===== config.mk =====
export PLATFORM = sky130hd
export DESIGN_NAME = debug_breakpoint_reset_ctrl
export DESIGN_NICKNAME = d
export VERILOG_FILES = /design/src/common/dbg_pkg.sv /design/src/verilog/bkpt_match.sv /design/src/verilog/debug_breakpoint_reset_ctrl.sv
export VERILOG_INCLUDE_DIRS = /design/src /design/src/common
export SDC_FILE = /design/constraint.sdc
export NUM_CORES = 1
export LEC_CHECK = 0
export BUFFER_PORTS_ARGS = -buffer_cell sky130_fd_sc_hd__buf_4
export CORE_MARGIN = 1
export CORE_UTILIZATION = 30
export CTS_CLUSTER_DIAMETER = 60
export DETAILED_ROUTE_END_ITERATION = 12
export GPL_TIMING_DRIVEN = 1
export PLACE_DENSITY = 0.6
export SETUP_SLACK_MARGIN = 0.02
export SKIP_LAST_GASP = 1
export SYNTH_ARGS = -nofsm -noshare
export SYNTH_HDL_FRONTEND = slang
export SYNTH_HIERARCHICAL = 1
export SYNTH_SLANG_ARGS = --single-unit

===== constraint.sdc =====
create_clock -name clk -period 2.8 [get_ports clk]
set_input_delay 0.42 -clock clk [delete_from_list [all_inputs] [get_ports clk]]
set_output_delay 0.42 -clock clk [all_outputs]
set_load 0.02 [all_outputs]

===== src/common/dbg_params.svh =====
`ifndef DBG_PARAMS_SVH
`define DBG_PARAMS_SVH
// Status/control bit positions
`define SC_PERMIT_BIT 7
`define SC_ACTIVE_BIT 6
`define SC_BKPT_EN_BIT 5
`define SC_FTS_BIT 4
`define SC_DEBUG_CLOCK_SELECT_BIT 3
`define SC_WS_BIT 2
`define SC_WSF_BIT 1
`define SC_DVF_BIT 0
`define SC_RW_MASK 8'hb8
`define SC_RESET 8'h00
`define FORCE_RESET_BIT 0
`define FORCE_RESET_READ 8'h00
`define BKPT_RESET 16'h0000
// Cycles the MCU reset request is held
`define FORCE_RESET_CYCLES 4'h8
`endif


===== src/common/dbg_pkg.sv =====
package dbg_pkg;
    // Serial command codes carried from the serial front end
    typedef enum logic [2:0] {
        CMD_NONE = 3'h0,
        CMD_BACKGROUND = 3'h1,
        CMD_READ_STATUS = 3'h2,
        CMD_WRITE_CONTROL = 3'h3,
        CMD_READ_BREAKPOINT_CMD = 3'h4,
        CMD_WRITE_BREAKPOINT_CMD = 3'h5,
        CMD_MEM_ACCESS = 3'h6,
        CMD_WRITE_FORCE_RESET = 3'h7
    } dbg_cmd_t;

    typedef struct packed {
        logic valid;
        dbg_cmd_t cmd;
        logic [15:0] data;
    } dbg_req_t;

    typedef struct packed {
        logic valid;
        logic refused;
        logic [15:0] data;
    } dbg_rsp_t;

    typedef struct packed {
        logic [15:0] addr;
        logic fetch;
        logic queue_end;
        logic boundary;
    } cpu_bus_t;

    typedef enum logic [2:0] {
        ST_RUN = 3'b001,
        ST_LOWPWR = 3'b010,
        ST_HALT = 3'b100
    } core_state_t;
endpackage


===== src/verilog/bkpt_match.sv =====
`timescale 1ns/100ps
`include "dbg_params.svh"
module bkpt_match
    import dbg_pkg::*;
(
    input wire logic clk,
    input wire logic reset,
    input wire logic clk_en,
    input wire logic enable,
    input wire logic force_sel,
    input wire logic [15:0] bkpt_addr,
    input wire cpu_bus_t cpu,
    output logic halt_req
);
    logic hit;
    logic tag_q;
    logic force_q;

    assign hit = enable && (cpu.addr == bkpt_addr);

    // Force request waits for the next instruction boundary
    always_ff @(posedge clk or posedge reset) begin
        if (reset) begin
            force_q <= 1'b0;
        end else if (clk_en) begin
            if (!enable || cpu.boundary) begin
                force_q <= 1'b0;
            end
            if (hit && force_sel) begin
                force_q <= 1'b1;
            end
        end
    end

    // Tag follows the fetched opcode; one queue slot is modelled
    always_ff @(posedge clk or posedge reset) begin
        if (reset) begin
            tag_q <= 1'b0;
        end else if (clk_en) begin
            if (!enable || cpu.queue_end) begin
                tag_q <= 1'b0;
            end
            if (cpu.fetch) begin
                tag_q <= hit && !force_sel;
            end
        end
    end

    assign halt_req = (force_q && cpu.boundary)
        || (tag_q && cpu.queue_end);
endmodule


===== src/verilog/debug_breakpoint_reset_ctrl.sv =====
`timescale 1ns/100ps
`include "dbg_params.svh"
module debug_breakpoint_reset_ctrl
    import dbg_pkg::*;
(
    input wire logic clk,
    input wire logic reset,
    input wire logic clk_en,
    input wire dbg_req_t req,
    output dbg_rsp_t rsp,
    input wire cpu_bus_t cpu,
    input wire logic cpu_lowpower,
    input wire logic cpu_resume,
    input wire logic user_force_reset_wr,
    input wire logic [7:0] user_wdata,
    output logic [7:0] user_rdata,
    output logic halt_req,
    output logic wake_req,
    output logic debug_active_flag,
    output logic debug_clock_select,
    output logic mcu_reset_req
);
    core_state_t state_q;
    logic [7:0] ctrl_q;
    logic [15:0] bkpt_q;
    logic ws_latch_q;
    logic wsf_q;
    logic [3:0] rst_cnt_q;
    logic bkpt_halt;
    logic needs_core;
    logic refuse;
    logic wait_fail;
    logic wr_ctrl;
    logic wr_bkpt;
    logic wr_force;
    logic bg_cmd;
    logic mcu_reset_q;
    logic [7:0] status;
    logic [15:0] rd_d;
    dbg_rsp_t rsp_q;

    bkpt_match u_bkpt (
        .clk(clk),
        .reset(reset),
        .clk_en(clk_en),
        .enable(ctrl_q[`SC_BKPT_EN_BIT]),
        .force_sel(ctrl_q[`SC_FTS_BIT]),
        .bkpt_addr(bkpt_q),
        .cpu(cpu),
        .halt_req(bkpt_halt)
    );

    // Command strobes; each acts only on an enabled edge
    assign wr_ctrl = req.valid && (req.cmd == CMD_WRITE_CONTROL);
    assign wr_bkpt = req.valid && (req.cmd == CMD_WRITE_BREAKPOINT_CMD);
    assign wr_force = req.valid && (req.cmd == CMD_WRITE_FORCE_RESET);
    assign bg_cmd = req.valid && (req.cmd == CMD_BACKGROUND);

    // Commands that act on the halted core
    assign needs_core = req.valid && (req.cmd == CMD_MEM_ACCESS);
    // A running core owns memory, so the access is refused there too
    assign refuse = needs_core && (state_q != ST_HALT);
    // Only a clash with wait or stop counts as a failure
    assign wait_fail = needs_core
        && (cpu_lowpower || (state_q == ST_LOWPWR));

    always_ff @(posedge clk or posedge reset) begin
        if (reset) begin
            state_q <= ST_RUN;
        end else if (clk_en) begin
            case (state_q)
                ST_RUN: begin
                    if (bkpt_halt && ctrl_q[`SC_PERMIT_BIT]) begin
                        state_q <= ST_HALT;
                    end else if (cpu_lowpower) begin
                        state_q <= ST_LOWPWR;
                    end
                end
                ST_LOWPWR: begin
                    if (req.valid && req.cmd == CMD_BACKGROUND
                        && ctrl_q[`SC_PERMIT_BIT]) begin
                        state_q <= ST_HALT;
                    end else if (!cpu_lowpower) begin
                        state_q <= ST_RUN;
                    end
                end
                ST_HALT: begin
                    if (cpu_resume) begin
                        state_q <= ST_RUN;
                    end
                end
                default: state_q <= ST_RUN;
            endcase
        end
    end

    // Gated by the clock enable so a frozen cycle raises no request
    assign wake_req = clk_en && (state_q == ST_LOWPWR) && bg_cmd
        && ctrl_q[`SC_PERMIT_BIT];
    // Only a running core can be stopped by the breakpoint
    assign halt_req = clk_en && bkpt_halt && ctrl_q[`SC_PERMIT_BIT]
        && (state_q == ST_RUN);
    assign debug_active_flag = (state_q == ST_HALT);

    // Remembers that halt was entered from wait or stop
    always_ff @(posedge clk or posedge reset) begin
        if (reset) begin
            ws_latch_q <= 1'b0;
        end else if (clk_en) begin
            if (wake_req) begin
                ws_latch_q <= 1'b1;
            end else if (state_q != ST_HALT) begin
                ws_latch_q <= 1'b0;
            end
        end
    end

    // Set wins over clear by a control write
    always_ff @(posedge clk or posedge reset) begin
        if (reset) begin
            wsf_q <= 1'b0;
        end else if (clk_en) begin
            if (wait_fail) begin
                wsf_q <= 1'b1;
            end else if (wr_ctrl) begin
                wsf_q <= 1'b0;
            end
        end
    end

    always_ff @(posedge clk or posedge reset) begin
        if (reset) begin
            ctrl_q <= `SC_RESET;
        end else if (clk_en && wr_ctrl) begin
            ctrl_q <= req.data[7:0] & `SC_RW_MASK;
        end
    end

    // Reached only by the serial commands, never by the CPU's map
    always_ff @(posedge clk or posedge reset) begin
        if (reset) begin
            bkpt_q <= `BKPT_RESET;
        end else if (clk_en && wr_bkpt) begin
            bkpt_q <= req.data;
        end
    end

    assign debug_clock_select = ctrl_q[`SC_DEBUG_CLOCK_SELECT_BIT];

    always_comb begin
        status = ctrl_q;
        status[`SC_ACTIVE_BIT] = debug_active_flag;
        status[`SC_WS_BIT] = (state_q == ST_LOWPWR) || ws_latch_q;
        status[`SC_WSF_BIT] = wsf_q;
        status[`SC_DVF_BIT] = 1'b0;
    end

    always_comb begin
        rd_d = 16'h0000;
        case (req.cmd)
            CMD_READ_STATUS: rd_d = {8'h00, status};
            CMD_READ_BREAKPOINT_CMD: rd_d = bkpt_q;
            default: rd_d = 16'h0000;
        endcase
    end

    always_ff @(posedge clk or posedge reset) begin
        if (reset) begin
            rsp_q <= '0;
        end else if (clk_en) begin
            rsp_q.valid <= req.valid;
            rsp_q.refused <= refuse;
            rsp_q.data <= refuse ? 16'h0000 : rd_d;
        end
    end

    assign rsp = rsp_q;

    // Force reset pulse; user path never reaches it
    always_ff @(posedge clk or posedge reset) begin
        if (reset) begin
            rst_cnt_q <= 4'h0;
        end else if (clk_en) begin
            if (wr_force && req.data[`FORCE_RESET_BIT]) begin
                rst_cnt_q <= `FORCE_RESET_CYCLES;
            end else if (rst_cnt_q != 4'h0) begin
                rst_cnt_q <= rst_cnt_q - 4'h1;
            end
        end
    end

    // Registered so the reset request cannot glitch on counter edges
    always_ff @(posedge clk or posedge reset) begin
        if (reset) begin
            mcu_reset_q <= 1'b0;
        end else if (clk_en) begin
            if (wr_force && req.data[`FORCE_RESET_BIT]) begin
                mcu_reset_q <= 1'b1;
            end else if (rst_cnt_q == 4'h1) begin
                mcu_reset_q <= 1'b0;
            end
        end
    end

    assign mcu_reset_req = mcu_reset_q;
    // User write data and strobe deliberately unused
    assign user_rdata = `FORCE_RESET_READ;
endmodule


==> results of run 1 <==
==> final timing paths <==
kind / depth (start not counted) / slack (ns) / from / to
max: 3 / 0.60 / state_q[0] / halt_req
min: 2 / 0.35 / req[10] / bkpt_q[10]
max reg2reg: 4 / 1.01 / state_q[0] / state_q[1]
min reg2reg: 2 / 0.50 / state_q[0] / state_q[0]
max in group asynchronous: 4 / 1.51 / reset / rsp[5]
min in group asynchronous: 3 / 0.56 / reset / u_bkpt/tag_q
==> state kept, by name (all words and copies together), names as in the netlist <==
name / flops
rsp: 18
bkpt_q: 16
u_bkpt/force_q: 1
mcu_reset_req: 1
wsf_q: 1
state_q: 3
ws_latch_q: 1
u_bkpt/tag_q: 1
rst_cnt_q: 4
ctrl_q: 4
==> critical path: stages (launching register included) <==
cell	delay, ns
dfstp_2	0.56
or3b_2	0.50
nor3_1	0.24
buf_4	0.18
==> power groups by stage <==
stage,combinational [mW],clock (mW),sequential (mW)
finish,0.539,0.402,1.01
global route,0.594,0.443,1.03
CTS,0.547,0.420,1.01
detailed placement,0.543,0,1.02
global placement,0.533,0,1.02
floorplan,0.361,0,1.02
==> what timing repair did <==
action                    4_1_cts  5_1_grt
hold endpoints to repair        2        0
buffers inserted                0        0
hold buffers                    1        0
==> per-layer routing <==
metal	vias up	wire length, µm
met2	46	2650
li1	871	-
met3	5	274
met1	876	2710
met4	0	57
met5	-	0
==> kinds of logic after synthesis <==
| family | after synthesis | share of synthesized area |
|---|---|---|
| AO/OA/AOI/OAI | 43 | 0.133 |
| XOR/XNOR | 19 | 0.0678 |
| adder cells (fa/ha/maj) | 2 | 0.0102 |
| buffers and inverters | 30 | 0.0607 |
| flip-flops | 50 | 0.510 |
| multiplexers | 24 | 0.113 |
| other | 1 | 0.00153 |
| AND/OR/NAND/NOR | 39 | 0.104 |
==> area by class of cell <==
cell class / count / area (µm²)
repair buffers: 72 / 543
flip-flops and latches: 50 / 1250
multi-input cells: 135 / 1080
inverters: 17 / 63.8
well taps: 102 / 128
fillers: 786 / 4670
clock buffers: 7 / 76.3
==> cells in the final DEF (no fill, tap or decap), types with 6 or more instances in the layout <==
cell,netlist,routed
xnor2_1,6,6
mux2_2,22,22
xor2_1,13,13
conb_1,1,8
a22oi_1,6,6
o21ai_0,9,9
dfrtp_1,49,49
a22o_1,10,10
buf_4,9,71
inv_1,16,15
nand2_1,8,8
==> out/qor.yml, run 1 <==
status:
  outcome: "completed"
logic_synthesis:
  synth_area_per_cell_um2: 11.8
  yosysTopAreaCell: "dfrtp_1"
  synth_most_common_cell: "dfrtp_1"
  synthDominantCellAreaShare: 0.500
  syn_inst: 208
  ys_seq_elements: 50
  netlist_top_cells_area: "dfrtp_1 (50%), mux2_2 (10%), xor2_1 (4.6%)"
  synth.distinct_cells: 49
  synth-main-ff-cell: "dfrtp_1"
  ys_warn_count: 6
  ys_seq_area_frac: 0.510
  async_reset_ff_frac: 1.00
  synth-edff-count: 0
  synthTopCellsByCount: "dfrtp_1 (49), mux2_2 (22), inv_1 (16)"
  syn-cell-area_mm2: 0.00245
clock_network:
  cts_tree: "yes"
  clk_pin_slew_worst_paths_ns: 0.09
  cts_max_path_buffers: 2
  clk_latency_ns: 0.30
  cts_resized: 0
  clock-root-buffer: "clkbuf_8"
  htreeDepth: 2
  cts_made_buffers: 5
  cts_sinks: 50
layout:
  num_antenna_cells: 0
  final_nets: 336
  fin_cells: 383
  synthToLayoutAreaGrowth_pct: 28.0
  drive_gt1_frac: 0.399
  final_core_util: 0.402
  design_area_mm2: 0.00314
routing:
  via_per_inst: 4.69
  drtAntennaViolNets: 0
  first_pass_iters: 4
  totalWireLength_um: 5690
  num_vias: 1798
  post_drt_wl_per_cell_um: 14.9
  drc: 0
  drtIter0Drc: 108
pwr:
  p_seq_frac: 0.516
  p_clk_frac: 0.207
  powerDensity_mw_per_mm2: 620
  p_leak_nw: 1.49
  p_int_mw: 1.33
  power_switching_mw: 0.616
  p_sw_frac: 0.317
  fin_total_pwr_mw: 1.95
  combPwrFrac: 0.277
  ir_drop_mv: 0.230
sta:
  max_freq_ghz: 0.455
  worstMarginPinSlew_ns: 0.622
  relSlewSlack: 0.586
  slew_viol_final: 0
  period_minus_slack_ns: 2.20
  fin_hold_ws_ns: 0.349
  setup_viol: 0
  finalSetupTns_ns: 0
  skew_ns: 0.00263
  finalCritPeriodShare: 0.785
  rsz0062_at_grt: "no"
  setup_ws_ns: 0.601
  hold_violations: 0
global_route:
  top_usage_layer: "met2"
  grt_util_met1: 0.192
  met2_usage: 0.222
  grtUsageTotal: 0.141
  overflow: 0
  grt_util_met3: 0.0369
  grt_pass1_wl_um: 9300
  antenna_found_initial: 0
  grt_pass1_vias: 1849
  grt_max_degree: 49
place:
  dp.cells: 375
  port-buffer-count: 66
  dpl_worst_slack_ns: 0.781
  placed_area_mm2: 0.00306
  dpl.hpwl_um: 4140
  routabilityCongestion: 0.758
worst_setup_path:
  worstPathArrival_ns: 1.78
  cp_max_fo: 5
  required_ns: 2.38
  crit_path_start_kind: "flop"
  crit_path_end_kind: "output pin"
  worstSetupPathType: "reg -> out"
floorplanning:
  die_w_um: 92.4
  die_h_um: 92.4
  dieArea_mm2: 0.00854
  io-pin-count: 84
  start_util: 0.314
  num_rows: 32
  core_mm2: 0.00781
hold_path:
  hold_path.class: "in -> reg"
run:
  drv_cap: 0
Note: power is estimated with default switching activity, not from simulation.
==> run 2: changes to the inputs <==
--- a/config.mk
+++ b/config.mk
@@ -6,13 +6,14 @@
 export SDC_FILE = /design/constraint.sdc
 export NUM_CORES = 1
 export LEC_CHECK = 0
+export ABC_AREA = 1
 export BUFFER_PORTS_ARGS = -buffer_cell sky130_fd_sc_hd__buf_4
 export CORE_MARGIN = 1
 export CORE_UTILIZATION = 30
 export CTS_CLUSTER_DIAMETER = 60
 export DETAILED_ROUTE_END_ITERATION = 12
 export GPL_TIMING_DRIVEN = 1
-export PLACE_DENSITY = 0.6
+export PLACE_DENSITY = 0.59
 export SETUP_SLACK_MARGIN = 0.02
 export SKIP_LAST_GASP = 1
 export SYNTH_ARGS = -nofsm -noshare
==> constraint.sdc (replaced) <==
create_clock -name clk -period 2.1 [get_ports clk]
set_input_delay 0.315 -clock clk [delete_from_list [all_inputs] [get_ports clk]]
set_output_delay 0.315 -clock clk [all_outputs]
set_load 0.02 [all_outputs]
==> run 2 against run 1 <==
Worst setup slack lost 0.30 ns. Register-to-register slack lost 0.21 ns. First-iteration DRC count grew 39%. Wire length increased by 20%. Global-route usage increased by 0.73 points. Via count increased by 39%. Critical path type unchanged. Largest power group unchanged. Highest routed layer unchanged.
==> out/qor.yml, run 2 <==
layout:
  largest_reg_flops: 18
  final_nets: 493
  fin_cells: 568
  num_antenna_cells: 0
  final_common_cell: "nand2_1"
  final_cell_mix: "nand2_1 (102), buf_4 (71), inv_1 (53)"
  final_core_util: 0.387
  drive_gt1_frac: 0.285
  synthToLayoutAreaGrowth_pct: 24.3
logic_synthesis:
  synth.distinct_cells: 35
  syn-cell-area_mm2: 0.00289
  ys_warn_count: 6
  ys_seq_area_frac: 0.434
  async_reset_ff_frac: 1.00
  netlist_top_cells_area: "dfrtp_1 (42%), nand2_1 (13%), inv_1 (7.0%)"
  synthDominantCellAreaShare: 0.425
  synth_most_common_cell: "nand2_1"
  synth-edff-count: 0
  ys_seq_elements: 50
  synth_area_per_cell_um2: 7.80
  synth-main-ff-cell: "dfrtp_1"
  syn_inst: 370
  synthTopCellsByCount: "nand2_1 (102), inv_1 (54), dfrtp_1 (49)"
  yosysTopAreaCell: "dfrtp_1"
global_route:
  antenna_found_initial: 0
  overflow: 0
  grt_max_degree: 33
  grt_pass1_wl_um: 11600
  grtUsageTotal: 0.148
  grt_pass1_vias: 2399
clock_network:
  clock-root-buffer: "clkbuf_8"
  cts_sinks: 50
  postCtsSetupBuffers: 0
  clk_pin_slew_worst_paths_ns: 0.09
  cts_tree: "yes"
  cts_made_buffers: 5
  clk_latency_ns: 0.30
  htreeDepth: 2
  cts_max_path_buffers: 2
run:
  drv_cap: 0
pwr:
  powerDensity_mw_per_mm2: 794
  fin_total_pwr_mw: 2.85
  p_leak_nw: 1.91
  ir_drop_mv: 0.328
worst_setup_path:
  critPathBufInv: 2
  max_stage_delay_ns: 0.59
  r2r_cells: 7
  crit_path_end_kind: "output pin"
  path_cells: "nor2_1, nand2_1, inv_2, nand2_1, nor2_1, buf_4"
  cp.depth: 6
  cp_top_family: "flip-flops"
  cp_max_fo: 6
  required_ns: 1.78
  startpoint: "state_q[0]"
  cp_slowest_cell: "dfstp_2"
  worstPathArrival_ns: 1.49
  crit_path_start_kind: "flop"
  r2r_start: "state_q[0]"
  worstSetupPathType: "reg -> out"
routing:
  drtIter0Drc: 150
  totalWireLength_um: 6820
  post_drt_wl_per_cell_um: 12.0
  first_pass_iters: 4
  num_vias: 2491
  via_per_inst: 4.39
  drc: 0
  drtAntennaViolNets: 0
place:
  dpl.hpwl_um: 5320
  port-buffer-count: 66
  dp.cells: 559
  routabilityCongestion: 0.933
hold_path:
  hold-path-cell-count: 3
  worstHoldStart: "req[4]"
  hold_path.class: "in -> reg"
floorplanning:
  dieArea_mm2: 0.0100
  io-pin-count: 84
  die_h_um: 100
  num_rows: 35
  start_util: 0.311
  core_mm2: 0.00928
  die_w_um: 100
sta:
  max_freq_ghz: 0.555
  finalSetupTns_ns: 0
  skew_ns: 0.00403
  relSlewSlack: 0.593
  hold_violations: 0
  slew_viol_final: 0
  finalCritPeriodShare: 0.858
  worstMarginPinSlew_ns: 0.610
  rsz0062_at_grt: "no"
  setup_viol: 0
  period_minus_slack_ns: 1.80
status:
  outcome: "completed"
-- run 2: changes by cell type after synthesis, sizes merged, moves of 13 or more --
| cell | before | now |
|---|---|---|
| mux2 | 24 | 0 |
| inv | 17 | 59 |
| nand2 | 9 | 112 |
| xor2 | 13 | 0 |
| o21ai | 9 | 32 |
| nor2 | 3 | 37 |
-- run 2: repair_timing --
item	CTS	global route
resized for setup	0	0
endpoints found under the hold margin	2	0
hold buffers	1	0
-- run 2: metal layers --
layer,wire length (µm),up-vias,GRT usage,share of wire
li1,-,1270,-,-
met1,3170,1159,0.199,0.47
met3,304,4,0.0237,0.045
met5,0,-,0,0
met4,59,0,0.0357,0.0087
met2,3280,58,0.250,0.48
-- run 2: path summary, 6_finish.rpt --
check,endpoint,slack [ns]
worst max-delay path,wake_req,0.30
worst min-delay path,ctrl_q[4],0.24
worst max register to register,state_q[1],0.80
worst min register to register,rsp[17],0.49
max in group asynchronous,state_q[0],0.77
min in group asynchronous,u_bkpt/force_q,0.44
-- run 2: area by class of cell --
class | instances | area (µm²)
flip-flops and latches | 50 | 1250
clock buffers | 6 | 72.6
well taps | 129 | 161
fillers | 998 | 5700
multi-input cells | 248 | 1290
inverters | 61 | 230
clock inverters | 2 | 37.5
repair buffers | 72 | 543
-- run 2: worst reg2reg max path: stages, from the launching register on --
cell	delay [ns]
dfstp_2	0.59
nor2_1	0.05
nand2_1	0.13
inv_2	0.06
nand3_1	0.15
nand2_1	0.11
nand2_1	0.07
nand2_1	0.05
-- run 2: cell families after synthesis --
kind of cell,after synthesis,synth area share
and+or+nand+nor,183,0.298
buffers and inverters,79,0.128
AOI/OAI and AO/OA,50,0.115
DFF,50,0.434
xor gates and xnor gates,5,0.0152
adders and majority gates,2,0.00867
other,1,0.00130
-- run 2: per-stage QoR --
stage          worst slack [ns]  hold slack (ns)  area [µm²]
2_1_floorplan             0.642           0.0562        2910
3_3_place_gp              0.537            0.200        3470
3_5_place_dp              0.506            0.201        3470
4_1_cts                   0.292            0.229        3590
5_1_grt                   0.196            0.249        3590
6_report                  0.299            0.238        3590
-- run 2: power breakdown --
group          internal, mW  total, mW  switching [mW]
logic                 0.357      0.848           0.490
clock network         0.356      0.695           0.339
registers              1.15       1.31           0.162
total                  1.86       2.85           0.992
==> run 3: changes to the inputs <==
--- a/config.mk
+++ b/config.mk
@@ -6,14 +6,13 @@
 export SDC_FILE = /design/constraint.sdc
 export NUM_CORES = 1
 export LEC_CHECK = 0
-export ABC_AREA = 1
 export BUFFER_PORTS_ARGS = -buffer_cell sky130_fd_sc_hd__buf_4
 export CORE_MARGIN = 1
 export CORE_UTILIZATION = 30
 export CTS_CLUSTER_DIAMETER = 60
 export DETAILED_ROUTE_END_ITERATION = 12
 export GPL_TIMING_DRIVEN = 1
-export PLACE_DENSITY = 0.59
+export PLACE_DENSITY = 0.6
 export SETUP_SLACK_MARGIN = 0.02
 export SKIP_LAST_GASP = 1
 export SYNTH_ARGS = -nofsm -noshare
==> run 3 against run 2 <==
Total power down 6.5%. Core utilization up 2.2 points. First-iteration DRC count down 29%. Non-clock buffer count up 2. Critical path depth down 3. Count of clock-buffer cells in the layout up 1. Register-to-register slack worse by 0.39 ns. Design area down 11%. Via count down 28%. Critical endpoint is now halt_req. Sequential power about the same. Die area down 15%. Fmax down 7.2%.
==> out/qor.yml, run 3 (same netlist as run 1, synthesis figures left out) <==
global_route:
  grt_max_degree: 27
  grtUsageTotal: 0.140
  antenna_found_initial: 0
  grt_pass1_wl_um: 9150
  overflow: 0
  grt_pass1_vias: 1755
place:
  dp.cells: 377
  port-buffer-count: 66
  dpl.hpwl_um: 4260
  placed_area_mm2: 0.00308
  routabilityCongestion: 0.781
  dpl_worst_slack_ns: 0.321
sta:
  period_minus_slack_ns: 1.94
  setup_ws_ns: 0.158
  finalSetupTns_ns: 0
  hold_violations: 0
  relSlewSlack: 0.591
  worstMarginPinSlew_ns: 0.612
  finalCritPeriodShare: 0.925
  rsz0062_at_grt: "no"
  slew_viol_final: 0
  setup_viol: 0
  fin_hold_ws_ns: 0.240
  max_freq_ghz: 0.515
  skew_ns: 0.00624
layout:
  final_cell_mix: "buf_4 (72), dfrtp_1 (49), mux2_2 (22)"
  synthToLayoutAreaGrowth_pct: 30.1
  drive_gt1_frac: 0.412
  fin_cells: 386
  design_area_mm2: 0.00319
  final_nets: 338
  final_core_util: 0.409
  nFillCells: 778
  largest_reg_flops: 18
  final_common_cell: "buf_4"
  num_antenna_cells: 0
clock_network:
  cts_tree: "yes"
  cts_sinks: 50
  clk_latency_ns: 0.30
  htreeDepth: 2
  postCtsSetupBuffers: 0
  cts_made_buffers: 5
  cts_max_path_buffers: 2
  clock-root-buffer: "clkbuf_8"
  clk_pin_slew_worst_paths_ns: 0.10
worst_setup_path:
  crit_path_end_kind: "output pin"
  worstPathArrival_ns: 1.63
  worstSetupPathType: "reg -> out"
  cp_max_fo: 5
  crit_path_start_kind: "flop"
  required_ns: 1.78
status:
  outcome: "completed"
pwr:
  p_leak_nw: 1.52
  fin_total_pwr_mw: 2.66
  ir_drop_mv: 0.264
  powerDensity_mw_per_mm2: 835
routing:
  drc: 0
  totalWireLength_um: 5780
  via_per_inst: 4.66
  first_pass_iters: 4
  num_vias: 1800
  drtAntennaViolNets: 0
  drtIter0Drc: 107
  post_drt_wl_per_cell_um: 15.0
floorplanning:
  start_util: 0.314
  core_mm2: 0.00781
  dieArea_mm2: 0.00854
  num_rows: 32
  die_w_um: 92.4
  die_h_um: 92.4
  io-pin-count: 84
hold_path:
  hold_path.class: "in -> reg"
run:
  drv_cap: 0
==> run 3: cell types whose count changed in the layout (fill, tap and decap cells not counted), moves of 10 or more <==
cell | previous run | this run
inv_1 | 53 | 15
xor2_1 | 0 | 13
mux2_2 | 0 | 22
nor2_1 | 30 | 3
nand2_1 | 102 | 8
o21ai_2 | 10 | 0
nand4_1 | 13 | 2
==> run 3: routing by layer <==
layer / vias to the layer above / wire length, µm / GRT usage / part of all wire
met5: - / 0 / 0 / 0
met4: 0 / 35 / 0.0391 / 0.0061
met3: 4 / 403 / 0.0369 / 0.070
met2: 56 / 2700 / 0.213 / 0.47
met1: 869 / 2640 / 0.196 / 0.46
li1: 871 / - / - / -
==> run 3: layout make-up <==
class,instances,area (µm²),share of cell area
clock buffers,7,86.3,0.0270
flip-flops and latches,50,1250,0.392
inverters,17,63.8,0.0200
multi-input cells,135,1090,0.340
repair buffers,74,571,0.179
well taps,102,128,0.0400
clock inverters,1,5.00,0.00157
==> run 3: repair_timing <==
| item | in CTS | in global routing |
|---|---|---|
| gates resized for setup | 2 | 0 |
| endpoints found under the hold margin | 2 | 0 |
| endpoints found under the setup margin | 1 | 0 |
| hold buffers | 1 | 0 |
==> run 3: where the power goes <==
group,switching (mW),internal (mW),leakage [nW]
sequential,0.187,1.16,0.641
combinational,0.334,0.401,0.829
clock,0.319,0.267,0.0482
==> run 3: critical path: stages (launching register included) <==
cell and delay (ns):
dfstp_2 0.57, or3b_4 0.41, nor3_2 0.18, buf_4 0.16
==> run 3: final timing paths <==
path                           startpoint              to  slack, ns  depth (start not counted)
max                            state_q[0]        halt_req       0.16                          3
min                               req[13]      bkpt_q[13]       0.24                          2
max reg2reg                    state_q[0]      state_q[2]       0.41                          4
min reg2reg                u_bkpt/force_q  u_bkpt/force_q       0.50                          2
max in group asynchronous           reset      state_q[0]       0.91                          4
min in group asynchronous           reset    u_bkpt/tag_q       0.43                          3
